`config.mk`:
```
export PLATFORM = sky130hd
export DESIGN_NAME = sar_adc_sequencer
export DESIGN_NICKNAME = d
export VERILOG_FILES = /design/src/sar_adc_pkg.sv /design/src/sar_adc_sequencer.sv /design/src/sar_step_register.sv /design/src/conv_timer.sv
export SDC_FILE = /design/constraint.sdc
export NUM_CORES = 1
export LEC_CHECK = 0
export BUFFER_PORTS_ARGS = -buffer_cell sky130_fd_sc_hd__buf_4
export CORE_MARGIN = 2
export CORE_UTILIZATION = 55
export DETAILED_ROUTE_END_ITERATION = 12
export PLACE_DENSITY = 0.86
export SKIP_LAST_GASP = 1
export SYNTH_ARGS = -nofsm -noshare
export SYNTH_HDL_FRONTEND = slang
export SYNTH_SLANG_ARGS = --single-unit
```
`constraint.sdc`:
```
create_clock -name sys_clk_i -period 4 [get_ports sys_clk_i]
set_input_delay 0.6 -clock sys_clk_i [delete_from_list [all_inputs] [get_ports sys_clk_i]]
set_output_delay 0.6 -clock sys_clk_i [all_outputs]
set_load 0.05 [all_outputs]
```
`src/sar_adc_pkg.sv`:
```
// register map, field layouts and timing constants of the converter sequencer
package sar_adc_pkg;

    // ****************************************************
    // widths
    // ****************************************************
    localparam int DATA_W = 32;        // apb data width
    localparam int REG_W = 8;          // width of every register
    localparam int RES_W = 10;         // conversion result width
    localparam int CNT_W = 11;         // conversion cycle counter width
    localparam int STEP_COUNT = 10;    // one trial step per result bit
    localparam int STEP_SHIFT = 4;     // trial step period is the total over sixteen
    localparam int IDX_LSB = 2;        // byte address to register index shift

    // ****************************************************
    // register indices, byte address is four times the index
    // ****************************************************
    localparam logic [7:0] IDX_CONTROL_ONE = 8'h1e;
    localparam logic [7:0] IDX_CONTROL_TWO = 8'h1f;
    localparam logic [7:0] IDX_RESULT_HIGH = 8'h20;
    localparam logic [7:0] IDX_RESULT_LOW = 8'h21;

    // ****************************************************
    // field layouts
    // ****************************************************
    typedef struct packed {
        logic start;           // conv_start_bit
        logic [1:0] mode;      // op_mode_field
        logic ain_dis;         // analog_input_disable
        logic [3:0] chan;      // channel_select
    } ctrl_one_type;

    typedef struct packed {
        logic [1:0] undef;     // reads as zero
        logic ladder;          // ladder_connect
        logic fixed_one;       // kept as written
        logic [2:0] time_sel;  // conversion time select
        logic fixed_zero;      // kept as written
    } ctrl_two_type;

    localparam ctrl_one_type CTRL_ONE_RESET = ctrl_one_type'(8'h00);
    localparam ctrl_two_type CTRL_TWO_RESET = ctrl_two_type'(8'h00);
    localparam logic [RES_W-1:0] RESULT_RESET = 10'h000;
    localparam logic [3:0] UNSTABLE_BITS = 4'h0;   // low status bits read as zero

    // ****************************************************
    // mode and channel codes
    // ****************************************************
    localparam logic [1:0] MODE_DISABLE = 2'h0;
    localparam logic [1:0] MODE_SOFT = 2'h1;
    localparam logic [1:0] MODE_REPEAT = 2'h3;
    localparam logic [3:0] CHAN_LAST = 4'h7;

    // ****************************************************
    // conversion time in fc periods
    // ****************************************************
    localparam logic [CNT_W-1:0] CYC_T2 = 11'd78;
    localparam logic [CNT_W-1:0] CYC_T3 = 11'd156;
    localparam logic [CNT_W-1:0] CYC_T4 = 11'd312;
    localparam logic [CNT_W-1:0] CYC_T5 = 11'd624;
    localparam logic [CNT_W-1:0] CYC_T6 = 11'd1248;
    localparam logic [CNT_W-1:0] CYC_NONE = 11'd0;

    // time select code to cycle count, zero for reserved codes
    function automatic logic [CNT_W-1:0] conv_cycles(input logic [2:0] sel);
        case (sel)
            3'h2: conv_cycles = CYC_T2;
            3'h3: conv_cycles = CYC_T3;
            3'h4: conv_cycles = CYC_T4;
            3'h5: conv_cycles = CYC_T5;
            3'h6: conv_cycles = CYC_T6;
            default: conv_cycles = CYC_NONE;
        endcase
    endfunction

endpackage

```
`src/sar_adc_sequencer.sv`:
```
// apb register file and conversion sequencer of the 10-bit sar converter
`timescale 1ns/1ns
module sar_adc_sequencer
    import sar_adc_pkg::*;
#(
    parameter int ADDR_W = 12
)
(
    input wire logic sys_clk_i,
    input wire logic sys_rst_i,
    input wire logic psel_i,
    input wire logic penable_i,
    input wire logic pwrite_i,
    input wire logic [ADDR_W-1:0] paddr_i,
    input wire logic [DATA_W-1:0] pwdata_i,
    output logic [DATA_W-1:0] prdata_o,
    output logic pready_o,
    output logic pslverr_o,
    input wire logic standby_i,          // chip in stop, slow or sleep
    input wire logic comp_i,             // comparator output
    output logic [RES_W-1:0] dac_code_o, // trial code to the ladder
    output logic [3:0] channel_select_o, // analog input mux
    output logic analog_input_disable_o, // analog inputs off
    output logic sample_o,               // sample-hold tracking
    output logic ladder_on_o,            // ladder connected
    output logic ref_voltage_on_o,       // reference voltage connected
    output logic conv_busy_flag_o,       // conversion running
    output logic conv_done_flag_o,       // result waiting
    output logic conv_done_irq_o         // one-cycle interrupt request
);
    // ****************************************************
    // checks and local types
    // ****************************************************
    if (ADDR_W < IDX_LSB + 8) $error("apb address too narrow");

    typedef enum logic {IDLE, CONVERT} seq_state_type;

    // ****************************************************
    // state
    // ****************************************************
    seq_state_type state_r;            // sequencer state
    ctrl_one_type ctrl1_r;             // adc_control_one
    ctrl_two_type ctrl2_r;             // adc_control_two
    logic [RES_W-1:0] res_r;           // stored result
    logic done_flag_r;                 // conv_done_flag
    logic irq_r;                       // conv_done_irq pulse
    logic [RES_W-1:0] sar_code;        // approximation in progress
    logic tmr_step;                    // trial step pulse
    logic tmr_sample;                  // sample phase
    logic tmr_done;                    // final cycle of a conversion

    // ****************************************************
    // apb decode
    // ****************************************************
    // decoded register index, unaligned addresses miss every register
    function automatic logic hit(input logic [ADDR_W-1:0] a, input logic [7:0] idx);
        hit = (a[IDX_LSB-1:0] == '0) && (a[ADDR_W-1:IDX_LSB] == (ADDR_W-IDX_LSB)'(idx));
    endfunction

    wire access = psel_i && penable_i;
    wire wr_en = access && pwrite_i;
    wire rd_en = access && !pwrite_i;
    wire sel_one = hit(paddr_i, IDX_CONTROL_ONE);
    wire sel_two = hit(paddr_i, IDX_CONTROL_TWO);
    wire sel_high = hit(paddr_i, IDX_RESULT_HIGH);
    wire sel_low = hit(paddr_i, IDX_RESULT_LOW);
    wire mapped = sel_one || sel_two || sel_high || sel_low;
    wire wr_one = wr_en && sel_one && !standby_i;
    wire wr_two = wr_en && sel_two && !standby_i;
    wire rd_high = rd_en && sel_high;
    wire ctrl_one_type wdata_one = ctrl_one_type'(pwdata_i[REG_W-1:0]);
    wire ctrl_two_type wdata_two = ctrl_two_type'(pwdata_i[REG_W-1:0]);

    // zero wait states, error only on unmapped addresses
    assign pready_o = 1'b1;
    assign pslverr_o = access && !mapped;

    // ****************************************************
    // sequencing decisions
    // ****************************************************
    wire busy = (state_r == CONVERT);
    wire new_run_mode = (wdata_one.mode == MODE_SOFT) || (wdata_one.mode == MODE_REPEAT);
    wire chan_ok = (wdata_one.chan <= CHAN_LAST);
    wire [CNT_W-1:0] total = conv_cycles(ctrl2_r.time_sel);
    wire time_ok = (total != CYC_NONE);
    // start only from idle with a valid mode, channel and time
    wire start_go = wr_one && wdata_one.start && new_run_mode && chan_ok
                    && time_ok && !busy;
    // disable write or standby ends a running conversion
    wire abort_go = busy && (standby_i || (wr_one && !new_run_mode));
    wire done_go = busy && tmr_done && !abort_go;
    wire repeat_go = done_go && (ctrl1_r.mode == MODE_REPEAT);
    wire tmr_load = start_go || repeat_go;

    // ****************************************************
    // datapath helpers
    // ****************************************************
    conv_timer u_timer (
        .sys_clk_i(sys_clk_i),
        .sys_rst_i(sys_rst_i),
        .load_i(tmr_load),
        .abort_i(abort_go),
        .total_i(total),
        .step_o(tmr_step),
        .sample_o(tmr_sample),
        .done_o(tmr_done)
    );

    sar_step_register #(.W(RES_W)) u_sar (
        .sys_clk_i(sys_clk_i),
        .sys_rst_i(sys_rst_i),
        .init_i(tmr_load),
        .step_i(tmr_step && busy),
        .comp_i(comp_i),
        .code_o(sar_code)
    );

    // ****************************************************
    // state machine
    // ****************************************************
    seq_state_type state_nxt;
    always_comb
    begin
        state_nxt = state_r;
        case (state_r)
            IDLE:
                if (start_go)
                    state_nxt = CONVERT;
            CONVERT:
                if (abort_go || (done_go && !repeat_go))
                    state_nxt = IDLE;
            default:
                state_nxt = IDLE;
        endcase
    end

    // state register
    always_ff @(posedge sys_clk_i or posedge sys_rst_i)
    begin
        if (sys_rst_i)
            state_r <= IDLE;
        else
            state_r <= state_nxt;
    end

    // ****************************************************
    // control registers
    // ****************************************************
    // start bit never stored, so it reads zero once taken
    always_ff @(posedge sys_clk_i or posedge sys_rst_i)
    begin
        if (sys_rst_i)
            ctrl1_r <= CTRL_ONE_RESET;
        else if (standby_i)
            ctrl1_r <= CTRL_ONE_RESET;
        else if (wr_one)
            ctrl1_r <= {1'b0, wdata_one.mode, wdata_one.ain_dis, wdata_one.chan};
    end

    // time select and ladder control
    always_ff @(posedge sys_clk_i or posedge sys_rst_i)
    begin
        if (sys_rst_i)
            ctrl2_r <= CTRL_TWO_RESET;
        else if (standby_i)
            ctrl2_r <= CTRL_TWO_RESET;
        else if (wr_two)
            ctrl2_r <= wdata_two;
    end

    // ****************************************************
    // result, flag and interrupt
    // ****************************************************
    // result changes only on completion, cleared by standby
    always_ff @(posedge sys_clk_i or posedge sys_rst_i)
    begin
        if (sys_rst_i)
            res_r <= RESULT_RESET;
        else if (standby_i)
            res_r <= RESULT_RESET;
        else if (done_go)
            res_r <= sar_code;
    end

    // completion sets, high read or a new start clears, set wins
    always_ff @(posedge sys_clk_i or posedge sys_rst_i)
    begin
        if (sys_rst_i)
            done_flag_r <= 1'b0;
        else if (done_go)
            done_flag_r <= 1'b1;
        else if (standby_i || rd_high || start_go)
            done_flag_r <= 1'b0;
    end

    // interrupt pulse on the edge that sets the flag
    always_ff @(posedge sys_clk_i or posedge sys_rst_i)
    begin
        if (sys_rst_i)
            irq_r <= 1'b0;
        else
            irq_r <= done_go;
    end

    // ****************************************************
    // outputs
    // ****************************************************
    assign conv_done_irq_o = irq_r;
    assign conv_done_flag_o = done_flag_r;
    assign conv_busy_flag_o = busy;
    assign dac_code_o = sar_code;
    assign channel_select_o = ctrl1_r.chan;
    assign analog_input_disable_o = ctrl1_r.ain_dis;
    assign sample_o = busy && tmr_sample;
    assign ladder_on_o = !standby_i && (ctrl2_r.ladder || busy);
    assign ref_voltage_on_o = !standby_i;

    // read data, unread bits zero
    wire [REG_W-1:0] low_status = {res_r[1:0], done_flag_r, busy, UNSTABLE_BITS};
    wire [REG_W-1:0] ctrl2_view = {2'h0, ctrl2_r.ladder, ctrl2_r.fixed_one,
                                   ctrl2_r.time_sel, ctrl2_r.fixed_zero};
    wire [REG_W-1:0] rd_byte = sel_one ? ctrl1_r :
                               sel_two ? ctrl2_view :
                               sel_high ? res_r[RES_W-1:2] :
                               sel_low ? low_status : '0;
    assign prdata_o = rd_en ? DATA_W'(rd_byte) : '0;

    // cycles since the conversion began
    logic [CNT_W-1:0] len_r;
    always_ff @(posedge sys_clk_i or posedge sys_rst_i)
    begin
        if (sys_rst_i)
            len_r <= '0;
        else if (tmr_load)
            len_r <= '0;
        else if (busy)
            len_r <= len_r + 1'b1;
    end

    // trial steps taken this conversion
    logic [3:0] steps_r;
    always_ff @(posedge sys_clk_i or posedge sys_rst_i)
    begin
        if (sys_rst_i)
            steps_r <= '0;
        else if (tmr_load)
            steps_r <= '0;
        else if (tmr_step && busy)
            steps_r <= steps_r + 1'b1;
    end
endmodule

```
`src/sar_step_register.sv`:
```
// successive-approximation register, one trial bit per step
`timescale 1ns/1ns
module sar_step_register
    import sar_adc_pkg::*;
#(
    parameter int W = RES_W
)
(
    input wire logic sys_clk_i,
    input wire logic sys_rst_i,
    input wire logic init_i,        // begin a new approximation
    input wire logic step_i,        // decide the current trial bit
    input wire logic comp_i,        // comparator, high keeps the trial bit
    output logic [W-1:0] code_o     // trial code toward the ladder
);
    // ****************************************************
    // checks and state
    // ****************************************************
    if (W < 2) $error("sar width too small");

    logic [W-1:0] mask_r;           // one-hot trial bit
    localparam logic [W-1:0] TOP_BIT = {1'b1, {(W-1){1'b0}}};

    // keep or drop the trial bit, then try the next lower one
    wire [W-1:0] kept = comp_i ? code_o : (code_o & ~mask_r);
    wire [W-1:0] code_nxt = kept | (mask_r >> 1);

    // register update from msb to lsb
    always_ff @(posedge sys_clk_i or posedge sys_rst_i)
    begin
        if (sys_rst_i)
        begin
            code_o <= '0;
            mask_r <= '0;
        end
        else if (init_i)
        begin
            code_o <= TOP_BIT;
            mask_r <= TOP_BIT;
        end
        else if (step_i)
        begin
            code_o <= code_nxt;
            mask_r <= mask_r >> 1;
        end
    end
endmodule

```
`src/conv_timer.sv`:
```
// conversion cycle counter with sample phase and trial step pulses
`timescale 1ns/1ns
module conv_timer
    import sar_adc_pkg::*;
(
    input wire logic sys_clk_i,
    input wire logic sys_rst_i,
    input wire logic load_i,                // start a conversion
    input wire logic abort_i,               // stop at once
    input wire logic [CNT_W-1:0] total_i,   // conversion length in cycles
    output logic step_o,                    // decide one bit
    output logic sample_o,                  // sample-hold phase
    output logic done_o                     // last cycle of the conversion
);
    // ****************************************************
    // counters
    // ****************************************************
    logic run_r;                    // counting
    logic [CNT_W-1:0] cnt_r;        // cycles left
    logic [CNT_W-1:0] next_r;       // count at which the next step falls
    logic [CNT_W-1:0] bp_r;         // step period
    logic [CNT_W-1:0] win_r;        // start of the step window

    wire [CNT_W-1:0] period = total_i >> STEP_SHIFT;
    wire [CNT_W-1:0] window = CNT_W'(STEP_COUNT * period);

    assign done_o = run_r && (cnt_r == '0);
    assign step_o = run_r && (cnt_r == next_r) && (next_r != '0);
    assign sample_o = run_r && (cnt_r > win_r);

    // count down, last step lands one period before the end
    always_ff @(posedge sys_clk_i or posedge sys_rst_i)
    begin
        if (sys_rst_i)
        begin
            run_r <= 1'b0;
            cnt_r <= '0;
            next_r <= '0;
            bp_r <= '0;
            win_r <= '0;
        end
        else if (load_i)
        begin
            run_r <= 1'b1;
            cnt_r <= total_i - 1'b1;
            next_r <= window;
            bp_r <= period;
            win_r <= window;
        end
        else if (abort_i || done_o)
            run_r <= 1'b0;
        else if (run_r)
        begin
            cnt_r <= cnt_r - 1'b1;
            if (step_o)
                next_r <= next_r - bp_r;
        end
    end
endmodule

```
# Word level (Yosys, flattened, before mapping)
# Cells that the tools add are included.
[totals] register_bits=87 mem_bits_rw=0 latch_bits=0 n_memories=0 romBits=0 wordCells=137
[classes] reduce_logical=63 muxes=31 multipliers=1 shift=0 div=0 bitwise=4 order_cmp=2 add_sub_neg=3 n_eq_ne=14
[op_table] cell="11-bit 2-to-1 mux" count=7
[op_table] cell="10-bit 2-to-1 mux" count=7
[op_table] cell="8-bit 2-to-1 mux" count=7
[op_table] cell="11-bit one-hot mux with 5 select lines" count=1
[op_table] cell="1-bit logical AND" count=31
[op_table] cell="11-bit nonzero test" count=2
[op_table] cell="11-bit by 1-bit subtractor with 11-bit output, second input constant" count=2
[op_table] cell="10-bit by 5-bit equality test with 1-bit output, second input constant" count=2
[op_table] cell="10-bit by 6-bit equality test with 1-bit output, second input constant" count=2
[op_table] cell="2-bit nonzero test" count=8
[op_table] cell="6-bit 2-to-1 mux" count=2
[op_table] cell="11-bit equality test" count=1
[op_table] cell="11-bit > comparator" count=1
[op_table] cell="11-bit zero test" count=1
[op_table] cell="1-bit logical OR" count=11
[op_table] cell="11-bit by 7-bit subtractor with 11-bit output" count=1
[op_table] cell="10-bit bitwise AND" count=1
[op_table] cell="3-bit by 7-bit multiplier with 10-bit output, first input constant" count=1
[op_table] cell="10-bit inverter" count=1
[op_table] cell="10-bit by 9-bit bitwise OR with 10-bit output" count=1
[op_table] cell="3-bit equality test, second input constant" count=3
[op_table] cell="1-bit zero test" count=7
[op_table] cell="3-bit by 2-bit equality test with 1-bit output, second input constant" count=2
[op_table] cell="1-bit 2-to-1 mux" count=6
[op_table] cell="9 further kinds" count=10

# Logic depth before layout (Yosys ltp)
# Gate-level depths: netlist (run 1).
[logic_depth] ltp_word=15 mapped_depth=15 ltp_nobuf=13

# Cells and area by module
# Synthesis (run 1) repeated with hierarchy kept, for this count alone.
[hier_totals] hier_cells=622 area_unflattened_um2=5733.0
[by_module_without_submodules] module="conv_timer" area_each_um2=2887.8 instances=1 cells_per_inst=313
[by_module_without_submodules] module="sar_adc_sequencer" area_each_um2=1901.8 instances=1 cells_per_inst=232
[by_module_without_submodules] module="sar_step_register" area_each_um2=943.4 instances=1 cells_per_inst=77

# Worst setup path after synthesis (run 1)
# OpenSTA, ideal clock, no wires.
[synth_path] path_kind="input-to-reg" start="input paddr_i[1]" end="register u_timer.cnt_r[4]" cell_stages=14 t_arrival_ns=3.898 n_path_buf=4 t_required_ns=3.923 slack_ns=0.024 cell_sequence="or4_4 -> or4_4 -> or4_1 -> buf_2 -> and2_1 -> buf_6 -> buf_2 -> nand2_1 -> ha_1 -> clkbuf_2 -> o2111ai_1 -> or3_1 -> xor2_1 -> a21oi_1"
[synth_via] elab_chain_cells=13 word_cells_on_any_way=21 cone_classes="1 x eq/ne; 1 x mux; 19 x reduce/logical"
[synth_rtl] element="start: declaration" line="sar_adc_sequencer.sv:14" rtl="input wire logic [ADDR_W-1:0] paddr_i,"
[synth_rtl] element="2-bit zero test *" line="sar_adc_sequencer.sv:57" rtl="hit = (a[IDX_LSB-1:0] == '0) && (a[ADDR_W-1:IDX_LSB] == (ADDR_W-IDX_LSB)'(idx));"
[synth_rtl] element="1-bit logical AND *" line="sar_adc_sequencer.sv:57"
[synth_rtl] element="1-bit logical AND * (2 in a row)" line="sar_adc_sequencer.sv:68" rtl="wire wr_one = wr_en && sel_one && !standby_i;"
[synth_rtl] element="1-bit logical AND" line="sar_adc_sequencer.sv:90" rtl="wire abort_go = busy && (standby_i || (wr_one && !new_run_mode));"
[synth_rtl] element="1-bit logical OR" line="sar_adc_sequencer.sv:90"
[synth_rtl] element="1-bit logical AND" line="sar_adc_sequencer.sv:90"
[synth_rtl] element="1-bit zero test" line="sar_adc_sequencer.sv:91" rtl="wire done_go = busy && tmr_done && !abort_go;"
[synth_rtl] element="1-bit logical AND" line="sar_adc_sequencer.sv:91"
[synth_rtl] element="1-bit logical AND" line="sar_adc_sequencer.sv:92" rtl="wire repeat_go = done_go && (ctrl1_r.mode == MODE_REPEAT);"
[synth_rtl] element="1-bit logical OR" line="sar_adc_sequencer.sv:93" rtl="wire tmr_load = start_go || repeat_go;"
[synth_rtl] element="2-bit != test (no line) or 2-bit nonzero test (tied branches)"
[synth_rtl] element="2-bit AND reduction (no line)"
[synth_rtl] element="end signal: assignment" line="conv_timer.sv:45" rtl="cnt_r <= total_i - 1'b1;"
[synth_rtl] element="end signal: assignment" line="conv_timer.sv:54" rtl="cnt_r <= cnt_r - 1'b1;"
[synth_rtl] element="end: declaration" line="conv_timer.sv:19" rtl="logic [CNT_W-1:0] cnt_r;"
# Every way passes the cells marked *; elsewhere a longest branch is shown, timed or not.
# A chain may end at the register's enable or synchronous reset.

# Final worst setup path (run 1)
# Same ends and word-level chain as after synthesis.

==> run summary, run 1 <==
WORST SETUP PATH
-------------------------------------------------------------------------------------
Biggest fanout along the worst timing path .............................           13
Worst Path Arrival .....................................................      3.93 ns
Endpoint type of the worst setup path ..................................     register
Peak per-stage delay on the critical path ..............................      0.55 ns
Most prevalent standard cell on the critical path ...................... sky130_fd_sc_hd__buf_4
Cell-by-cell listing of the critical path .............................. buf_4 > or4_4 > or4_4 > buf_4 > o2111ai_1 > nand2_1 > buf_4 > a31oi_1 > ha_1 > o2111ai_1 > or3_1 > xor2_1 > a21oi_1
Count of buffering cells on the critical path with inverters included ..            3
Nature of the critical path startpoint .................................    input pin
Critical Path RT .......................................................      4.29 ns
Largest delay share family, worst path ................................. simple AND/OR/NAND/NOR gates
Highest-delay cell along the critical path ............................. sky130_fd_sc_hd__or4_4
Worst setup path class .................................................    in -> reg

PLACEMENT
-------------------------------------------------------------------------------------
Number of buffer cells added on primary ports ..........................           56
Global placement routability congestion ................................       0.9045
Instance area at placement .............................................    5734 um^2
Detailed Place HPWL ....................................................     9.730 mm
Placement-stage worst setup slack ......................................   0.03023 ns

STA
-------------------------------------------------------------------------------------
Fin. max-slew vios .....................................................            0
Setup ws final .........................................................    0.3628 ns
Measured slew at the worst slew-check pin ..............................     1.219 ns
Setup Viol. Count Final ................................................            0
Worst slew margin relative to its limit ................................       0.1841
Fin Clk Skew ...........................................................   0.01316 ns
Period minus WS final ..................................................     3.637 ns
Achievable Freq ........................................................    274.9 MHz
Final hold viol count ..................................................            0
Setup total negative slack .............................................         0 ns
Final period util ......................................................       0.9093
Setup repair after global routing missed its margin ....................        false

GRT
-------------------------------------------------------------------------------------
Via count of the first global-routing pass .............................         4337
Global route total overflow ............................................            0
Global router's overall resource usage .................................       0.2623
Maximum number of pins on one net before global-route repair ...........           44
Wire length of the first global-routing pass ...........................     21.33 mm
Initial antenna violation count ........................................            0

CTS
-------------------------------------------------------------------------------------
Clk sink count .........................................................           84
CTS H-tree lvls ........................................................            3
Skew-Pair Late Insertion Delay .........................................      0.37 ns
Number of buffers on the longest clock path ............................            2
Clock-pin transition on the worst setup and hold timing paths ..........      0.10 ns
Cts bufs inserted ......................................................            9
Gates resized, CTS repair ..............................................            0
Post-CTS Repair Setup Buffers ..........................................            0
Clock tree from TritonCTS ..............................................        built
Clock Tree Root ........................................................ sky130_fd_sc_hd__clkbuf_8
Number of hold buffers added after CTS .................................            0

CELLS AND AREA
-------------------------------------------------------------------------------------
Post-route cell area ...................................................    5923 um^2
Area growth from synthesis to final layout .............................       10.94%
Diodes inserted ........................................................            0
# nets final ...........................................................          721
Ratio of cells with drive above 1 in the final layout ..................       0.1561

WORST HOLD PATH
-------------------------------------------------------------------------------------
Class of the tightest hold or removal check ............................  in -> async

SYNTH
-------------------------------------------------------------------------------------
Cell accounting for the most synthesized area .......................... sky130_fd_sc_hd__dfrtp_1
Number of enable flip-flop cells after synthesis .......................            0
Largest cells by area after synthesis .................................. sky130_fd_sc_hd__dfrtp_1 39%, sky130_fd_sc_hd__ha_1 6.1%, sky130_fd_sc_hd__nand2_1 4.8%
Yosys warnings .........................................................            0
Most repeated cell in the gate-level netlist after synthesis ........... sky130_fd_sc_hd__dfrtp_1
Register area share after synthesis ....................................       0.3937
Most used flip-flop cell after synthesis ............................... sky130_fd_sc_hd__dfrtp_1
Synth async-reset ratio ................................................        1.000
Synth Register Bits ....................................................           84
Ranking of synthesized cells by instance count ......................... 84 x sky130_fd_sc_hd__dfrtp_1, 68 x sky130_fd_sc_hd__nand2_1, 48 x sky130_fd_sc_hd__a21oi_1
Syn_area_per_cell ......................................................   8.898 um^2
Count of distinct cell types in the synthesized netlist ................           54
Area share of the largest cell type after synthesis ....................       0.3937
Post-synth design cell area ............................................    5339 um^2
Gate Count Post-Synth ..................................................          600

FLOORPLANNING
-------------------------------------------------------------------------------------
Overall die height .....................................................     102.5 um
Core region area .......................................................    9328 um^2
Die X-Extent ...........................................................     102.5 um
Row count ..............................................................           35
Initial Utilization ....................................................       0.5724
Full die area ..........................................................   10510 um^2
Top-level port count ...................................................          106

ROUTE
-------------------------------------------------------------------------------------
DRC violation count after routing ......................................            0
Count of routing violations after the opening detailed-route iteration .          473
Mean routed wirelength per cell ........................................     17.14 um
Detailed-router iteration count before antenna repair ..................            5
Vias after detailed routing ............................................         4573
Post-route antenna net violation count .................................            0
Via density ............................................................        5.893
DRT Wirelength .........................................................     13.30 mm

PWR
-------------------------------------------------------------------------------------
Power share of the sequential group ....................................        0.548
Comb power frac ........................................................        0.075
P_sw ...................................................................     434.4 uW
Internal power summed over all cells ...................................     1.114 mW
Clock share of power ...................................................        0.377
Share of total power consumed by net switching .........................       0.2806
Power density over the cells ........................................... 261.4 nW/um^2
Leakage power of the design ............................................     2.917 nW
Worst vdd ir ...........................................................     258.3 uV

STATUS
-------------------------------------------------------------------------------------
Run status .............................................................    completed

JOB
-------------------------------------------------------------------------------------
Count of max-cap constraint violations .................................            0

-- flip-flops by register name, indices dropped and copies added (netlist names) --
signal                  cells
u_timer.cnt_r              11
u_timer.run_r               1
u_timer.next_r             11
conv_done_flag_o            1
ctrl2_r                     6
analog_input_disable_o      1
conv_done_irq_o             1
conv_busy_flag_o            1
channel_select_o            4
res_r                      10
u_timer.win_r               8
u_sar.mask_r               10
u_timer.bp_r                7
ctrl1_r                     2
u_sar.code_o               10
-- path summary, 6_finish.rpt --
| path | start | end | slack, ns | cells past startpoint |
|---|---|---|---|---|
| max | paddr_i[1] | u_timer.cnt_r[4]$_DFFE_PP0P_ | 0.36 | 13 |
| min | sys_rst_i | u_sar.mask_r[9]$_DFFE_PP0P_ | 0.32 | 2 |
| max reg2reg | ctrl2_r[3]$_DFFE_PP0P_ | u_timer.cnt_r[4]$_DFFE_PP0P_ | 0.81 | 11 |
| min reg2reg | u_timer.bp_r[6]$_DFFE_PP0N_ | u_timer.bp_r[6]$_DFFE_PP0N_ | 0.49 | 1 |
| max in group asynchronous | sys_rst_i | u_timer.next_r[7]$_DFFE_PP0P_ | 2.70 | 3 |
| min in group sys_clk_i | pwdata_i[4] | ctrl2_r[4]$_DFFE_PP0P_ | 0.49 | 3 |
-- per-layer routing --
layer / wire length (um) / global-route usage / vias to the layer above
li1: - / - / 2144
met1: 5351 / 0.3515 / 2167
met2: 6412 / 0.4203 / 229
met3: 1200 / 0.06034 / 33
met4: 335 / 0.09333 / 0
met5: 0 / 0 / -
-- metrics by stage --
stage	hold WS (ns)	utilization	instances	power [mW]
finish	0.3214	0.6350	776	1.548
CTS	0.3322	0.6350	776	1.551
floorplan	0.4495	-	624	0.9665
global placement	0.4614	0.6148	760	0.9791
detailed placement	0.4660	0.6148	760	0.9810
global route	0.3610	0.6350	776	1.599
-- placed cells by master, fill, tap and decap left out, drive strengths merged, types with 6 or more instances in the layout --
cell / Yosys / final
o21ai: 31 / 31
xnor2: 22 / 22
nor2b: 9 / 9
a21o: 7 / 7
o21a: 6 / 6
a21oi: 48 / 48
a22oi: 7 / 7
ha: 26 / 26
nand3b: 10 / 10
nand3: 13 / 13
nand2b: 6 / 6
nor4: 12 / 12
nand2: 68 / 68
buf: 41 / 67
mux2i: 14 / 14
clkbuf: 19 / 9
conb: 2 / 26
dfrtp: 84 / 84
nor2: 45 / 45
inv: 28 / 31
mux2: 7 / 7
or3: 7 / 7
a32o: 9 / 9
nor3: 13 / 13
-- power groups by stage --
stage | Combinational, mW | Clock (mW) | Sequential [mW]
after floorplan | 0.101 | 0 | 0.865
after global placement | 0.114 | 0 | 0.865
after detailed placement | 0.116 | 0 | 0.865
after CTS | 0.116 | 0.587 | 0.848
after global routing | 0.124 | 0.626 | 0.849
final | 0.116 | 0.584 | 0.848
-- final cells by class --
type | count | area (um^2)
clock inverter | 7 | 65.06
inverter | 28 | 106.4
sequential | 84 | 2102
tap | 129 | 161.4
timing repair buffer | 67 | 503.0
fill | 754 | 3405
clock buffer | 9 | 123.9
multi-input combinational | 452 | 2861
-- kinds of logic (layout without fill, tap and decap cells) --
family	after synthesis	in the layout	synth area share
other	2	26	0.001407
AOI/OAI and AO/OA	136	136	0.1603
muxes	21	21	0.04101
and+or+nand+nor	214	214	0.2025
buffers and inverters	88	111	0.08835
DFF	84	84	0.3937
xor gates and xnor gates	27	27	0.04429
adders and majority gates	28	28	0.06843
Note: power is estimated with default switching activity, not from simulation.
==> inputs of run 2 (changes only) <==
Settings changed: CORE_UTILIZATION 55 to 35, PLACE_DENSITY 0.86 to 0.61.
==> run summary, run 2 (synthesis gave the netlist of run 1 again) <==
STATUS
-------------------------------------------------------------------------------------
Run status .............................................................    completed

STA
-------------------------------------------------------------------------------------
Fin. max-slew vios .....................................................            0
Final hold viol count ..................................................            0
Final period util ......................................................       0.9081
Measured slew at the worst slew-check pin ..............................     1.174 ns
Achievable Freq ........................................................    275.3 MHz
Setup total negative slack .............................................         0 ns
Setup Viol. Count Final ................................................            0
Period minus WS final ..................................................     3.632 ns
Worst slew margin relative to its limit ................................       0.2147
Worst slack on hold paths ..............................................    0.3045 ns
Setup repair after global routing missed its margin ....................        false
Fin Clk Skew ...........................................................   0.01274 ns

ROUTE
-------------------------------------------------------------------------------------
Mean routed wirelength per cell ........................................     16.45 um
Count of routing violations after the opening detailed-route iteration .          287
Post-route antenna net violation count .................................            0
Detailed-router iteration count before antenna repair ..................            7
DRC violation count after routing ......................................            0
Via density ............................................................        5.389
DRT Wirelength .........................................................     13.71 mm
Vias after detailed routing ............................................         4489

WORST SETUP PATH
-------------------------------------------------------------------------------------
Critical Path RT .......................................................      4.28 ns
Worst Path Arrival .....................................................      3.91 ns
Biggest fanout along the worst timing path .............................            5
Endpoint type of the worst setup path ..................................     register
Peak per-stage delay on the critical path ..............................      0.62 ns
Highest-delay cell along the critical path ............................. sky130_fd_sc_hd__or4_1
Most prevalent standard cell on the critical path ...................... sky130_fd_sc_hd__or4_4
Cell-by-cell listing of the critical path .............................. buf_4 > or4_4 > or4_4 > or4_1 > nand2_1 > nor2_1 > a31oi_1 > ha_1 > o2111ai_1 > or3_1 > xor2_1 > a21oi_1
Nature of the critical path startpoint .................................    input pin
Worst setup path class .................................................    in -> reg

CELLS AND AREA
-------------------------------------------------------------------------------------
Layout fillers .........................................................         1478
Most used cells in the layout excluding fill and tap cells ............. 84 x sky130_fd_sc_hd__dfrtp_1, 68 x sky130_fd_sc_hd__nand2_1, 65 x sky130_fd_sc_hd__buf_4, 48 x sky130_fd_sc_hd__a21oi_1, 45 x sky130_fd_sc_hd__nor2_1
Most common cell after layout, fill and taps aside ..................... sky130_fd_sc_hd__dfrtp_1
Area growth from synthesis to final layout .............................       14.60%
Area taken by flip-flops and latches ...................................    2102 um^2
Post-route cell area ...................................................    6118 um^2
Largest registers ...................................................... u_timer.cnt_r (11), u_timer.next_r (11)
# nets final ...........................................................          719
Ratio of cells with drive above 1 in the final layout ..................       0.1519
Diodes inserted ........................................................            0
Area occupied by multi-input gates .....................................    2861 um^2

PWR
-------------------------------------------------------------------------------------
P_sw ...................................................................     444.2 uW
Internal power summed over all cells ...................................     1.441 mW
Share of total power consumed by net switching .........................       0.2357
Power share of the sequential group ....................................        0.451
Leakage power of the design ............................................     2.974 nW
Clock share of power ...................................................        0.487
Worst vdd ir ...........................................................     208.6 uV
Power density over the cells ........................................... 308.1 nW/um^2
Comb power frac ........................................................        0.062

FLOORPLANNING
-------------------------------------------------------------------------------------
Initial Utilization ....................................................       0.3551
Top-level port count ...................................................          106
Full die area ..........................................................   16260 um^2
Die X-Extent ...........................................................     127.5 um
Core region area .......................................................   15030 um^2
Overall die height .....................................................     127.5 um
Row count ..............................................................           45

CTS
-------------------------------------------------------------------------------------
Clk sink count .........................................................           84
Clock tree from TritonCTS ..............................................        built
Number of buffers on the longest clock path ............................            2
Clock Tree Root ........................................................ sky130_fd_sc_hd__clkbuf_16
Post-CTS Repair Setup Buffers ..........................................            0
Skew-Pair Late Insertion Delay .........................................      0.35 ns
Number of hold buffers added after CTS .................................            0
Gates resized, CTS repair ..............................................            0
Cts bufs inserted ......................................................            9
Clock-pin transition on the worst setup and hold timing paths ..........      0.07 ns
CTS H-tree lvls ........................................................            3

PLACEMENT
-------------------------------------------------------------------------------------
Detailed Place HPWL ....................................................     9.980 mm
Instance area at placement .............................................    5793 um^2
Number of buffer cells added on primary ports ..........................           56
Global placement routability congestion ................................       0.8820

GRT
-------------------------------------------------------------------------------------
Via count of the first global-routing pass .............................         4416
Global route total overflow ............................................            0
Initial antenna violation count ........................................            0
Wire length of the first global-routing pass ...........................     22.72 mm
Global router's overall resource usage .................................       0.1747
Maximum number of pins on one net before global-route repair ...........           52

WORST HOLD PATH
-------------------------------------------------------------------------------------
Class of the tightest hold or removal check ............................  in -> async

JOB
-------------------------------------------------------------------------------------
Count of max-cap constraint violations .................................            0

-- run 2: cell types whose count changed in the layout (fill, tap and decap cells not counted), sizes merged --
cell	previous run	this run
buf	67	65
bufinv	0	2
clkbuf	9	11
clkinvlp	1	0
inv	31	28
-- run 2: power groups by stage --
stage | sequential (mW) | clock, mW | combinational [mW]
2_1_floorplan | 0.865 | 0 | 0.101
3_3_place_gp | 0.865 | 0 | 0.117
3_5_place_dp | 0.865 | 0 | 0.118
4_1_cts | 0.849 | 0.941 | 0.118
5_1_grt | 0.849 | 0.971 | 0.126
6_report | 0.849 | 0.918 | 0.118
-- run 2: final cells by class --
type	instances	share of cell area
Clock inverter	5	0.01350
Clock buffer	11	0.03967
Tap cell	188	0.03845
Multi-Input combinational cell	452	0.4677
Inverter	28	0.01738
Sequential cell	84	0.3436
Timing Repair Buffer	65	0.07975
-- run 2: worst paths after layout --
check | from | to | slack [ns] | cells past startpoint
worst max-delay path | paddr_i[1] | u_timer.cnt_r[4]$_DFFE_PP0P_ | 0.37 | 12
worst min-delay path | sys_rst_i | u_sar.code_o[9]$_DFFE_PP0P_ | 0.30 | 2
worst max register to register | ctrl2_r[3]$_DFFE_PP0P_ | u_timer.cnt_r[4]$_DFFE_PP0P_ | 0.84 | 11
worst min register to register | u_timer.bp_r[6]$_DFFE_PP0N_ | u_timer.bp_r[6]$_DFFE_PP0N_ | 0.52 | 1
max in group asynchronous | sys_rst_i | u_timer.next_r[4]$_DFFE_PP0P_ | 2.60 | 3
min in group sys_clk_i | pwdata_i[1] | ctrl2_r[1]$_DFFE_PP0P_ | 0.50 | 3
-- run 2: stage by stage --
stage | total power [mW] | util | cells | setup WS, ns
2_1_floorplan | 0.9665 | - | 624 | 0.02425
3_3_place_gp | 0.9818 | 0.3854 | 817 | 0.1013
3_5_place_dp | 0.9836 | 0.3854 | 817 | 0.01930
4_1_cts | 1.909 | 0.4070 | 833 | 0.3873
5_1_grt | 1.946 | 0.4070 | 833 | 0.1589
6_report | 1.885 | 0.4070 | 833 | 0.3675
-- run 2: metal layers --
layer  routed length (um)  up-vias  share of wire  track usage
met5                    0        -              0            0
met4                  319        0          0.023      0.07046
met3                  525       22          0.038      0.03350
met2                 6564      115           0.48       0.2787
met1                 6297     2201           0.46       0.2341
li1                     -     2151              -            -
-- run 2: critical path: cells and delay by family --
kind,cells,cell delay [ns]
simple gates,6,2.30
compound gates,3,0.56
fa+ha+maj,1,0.19
xor+xnor,1,0.15
buf+inv,1,0.11
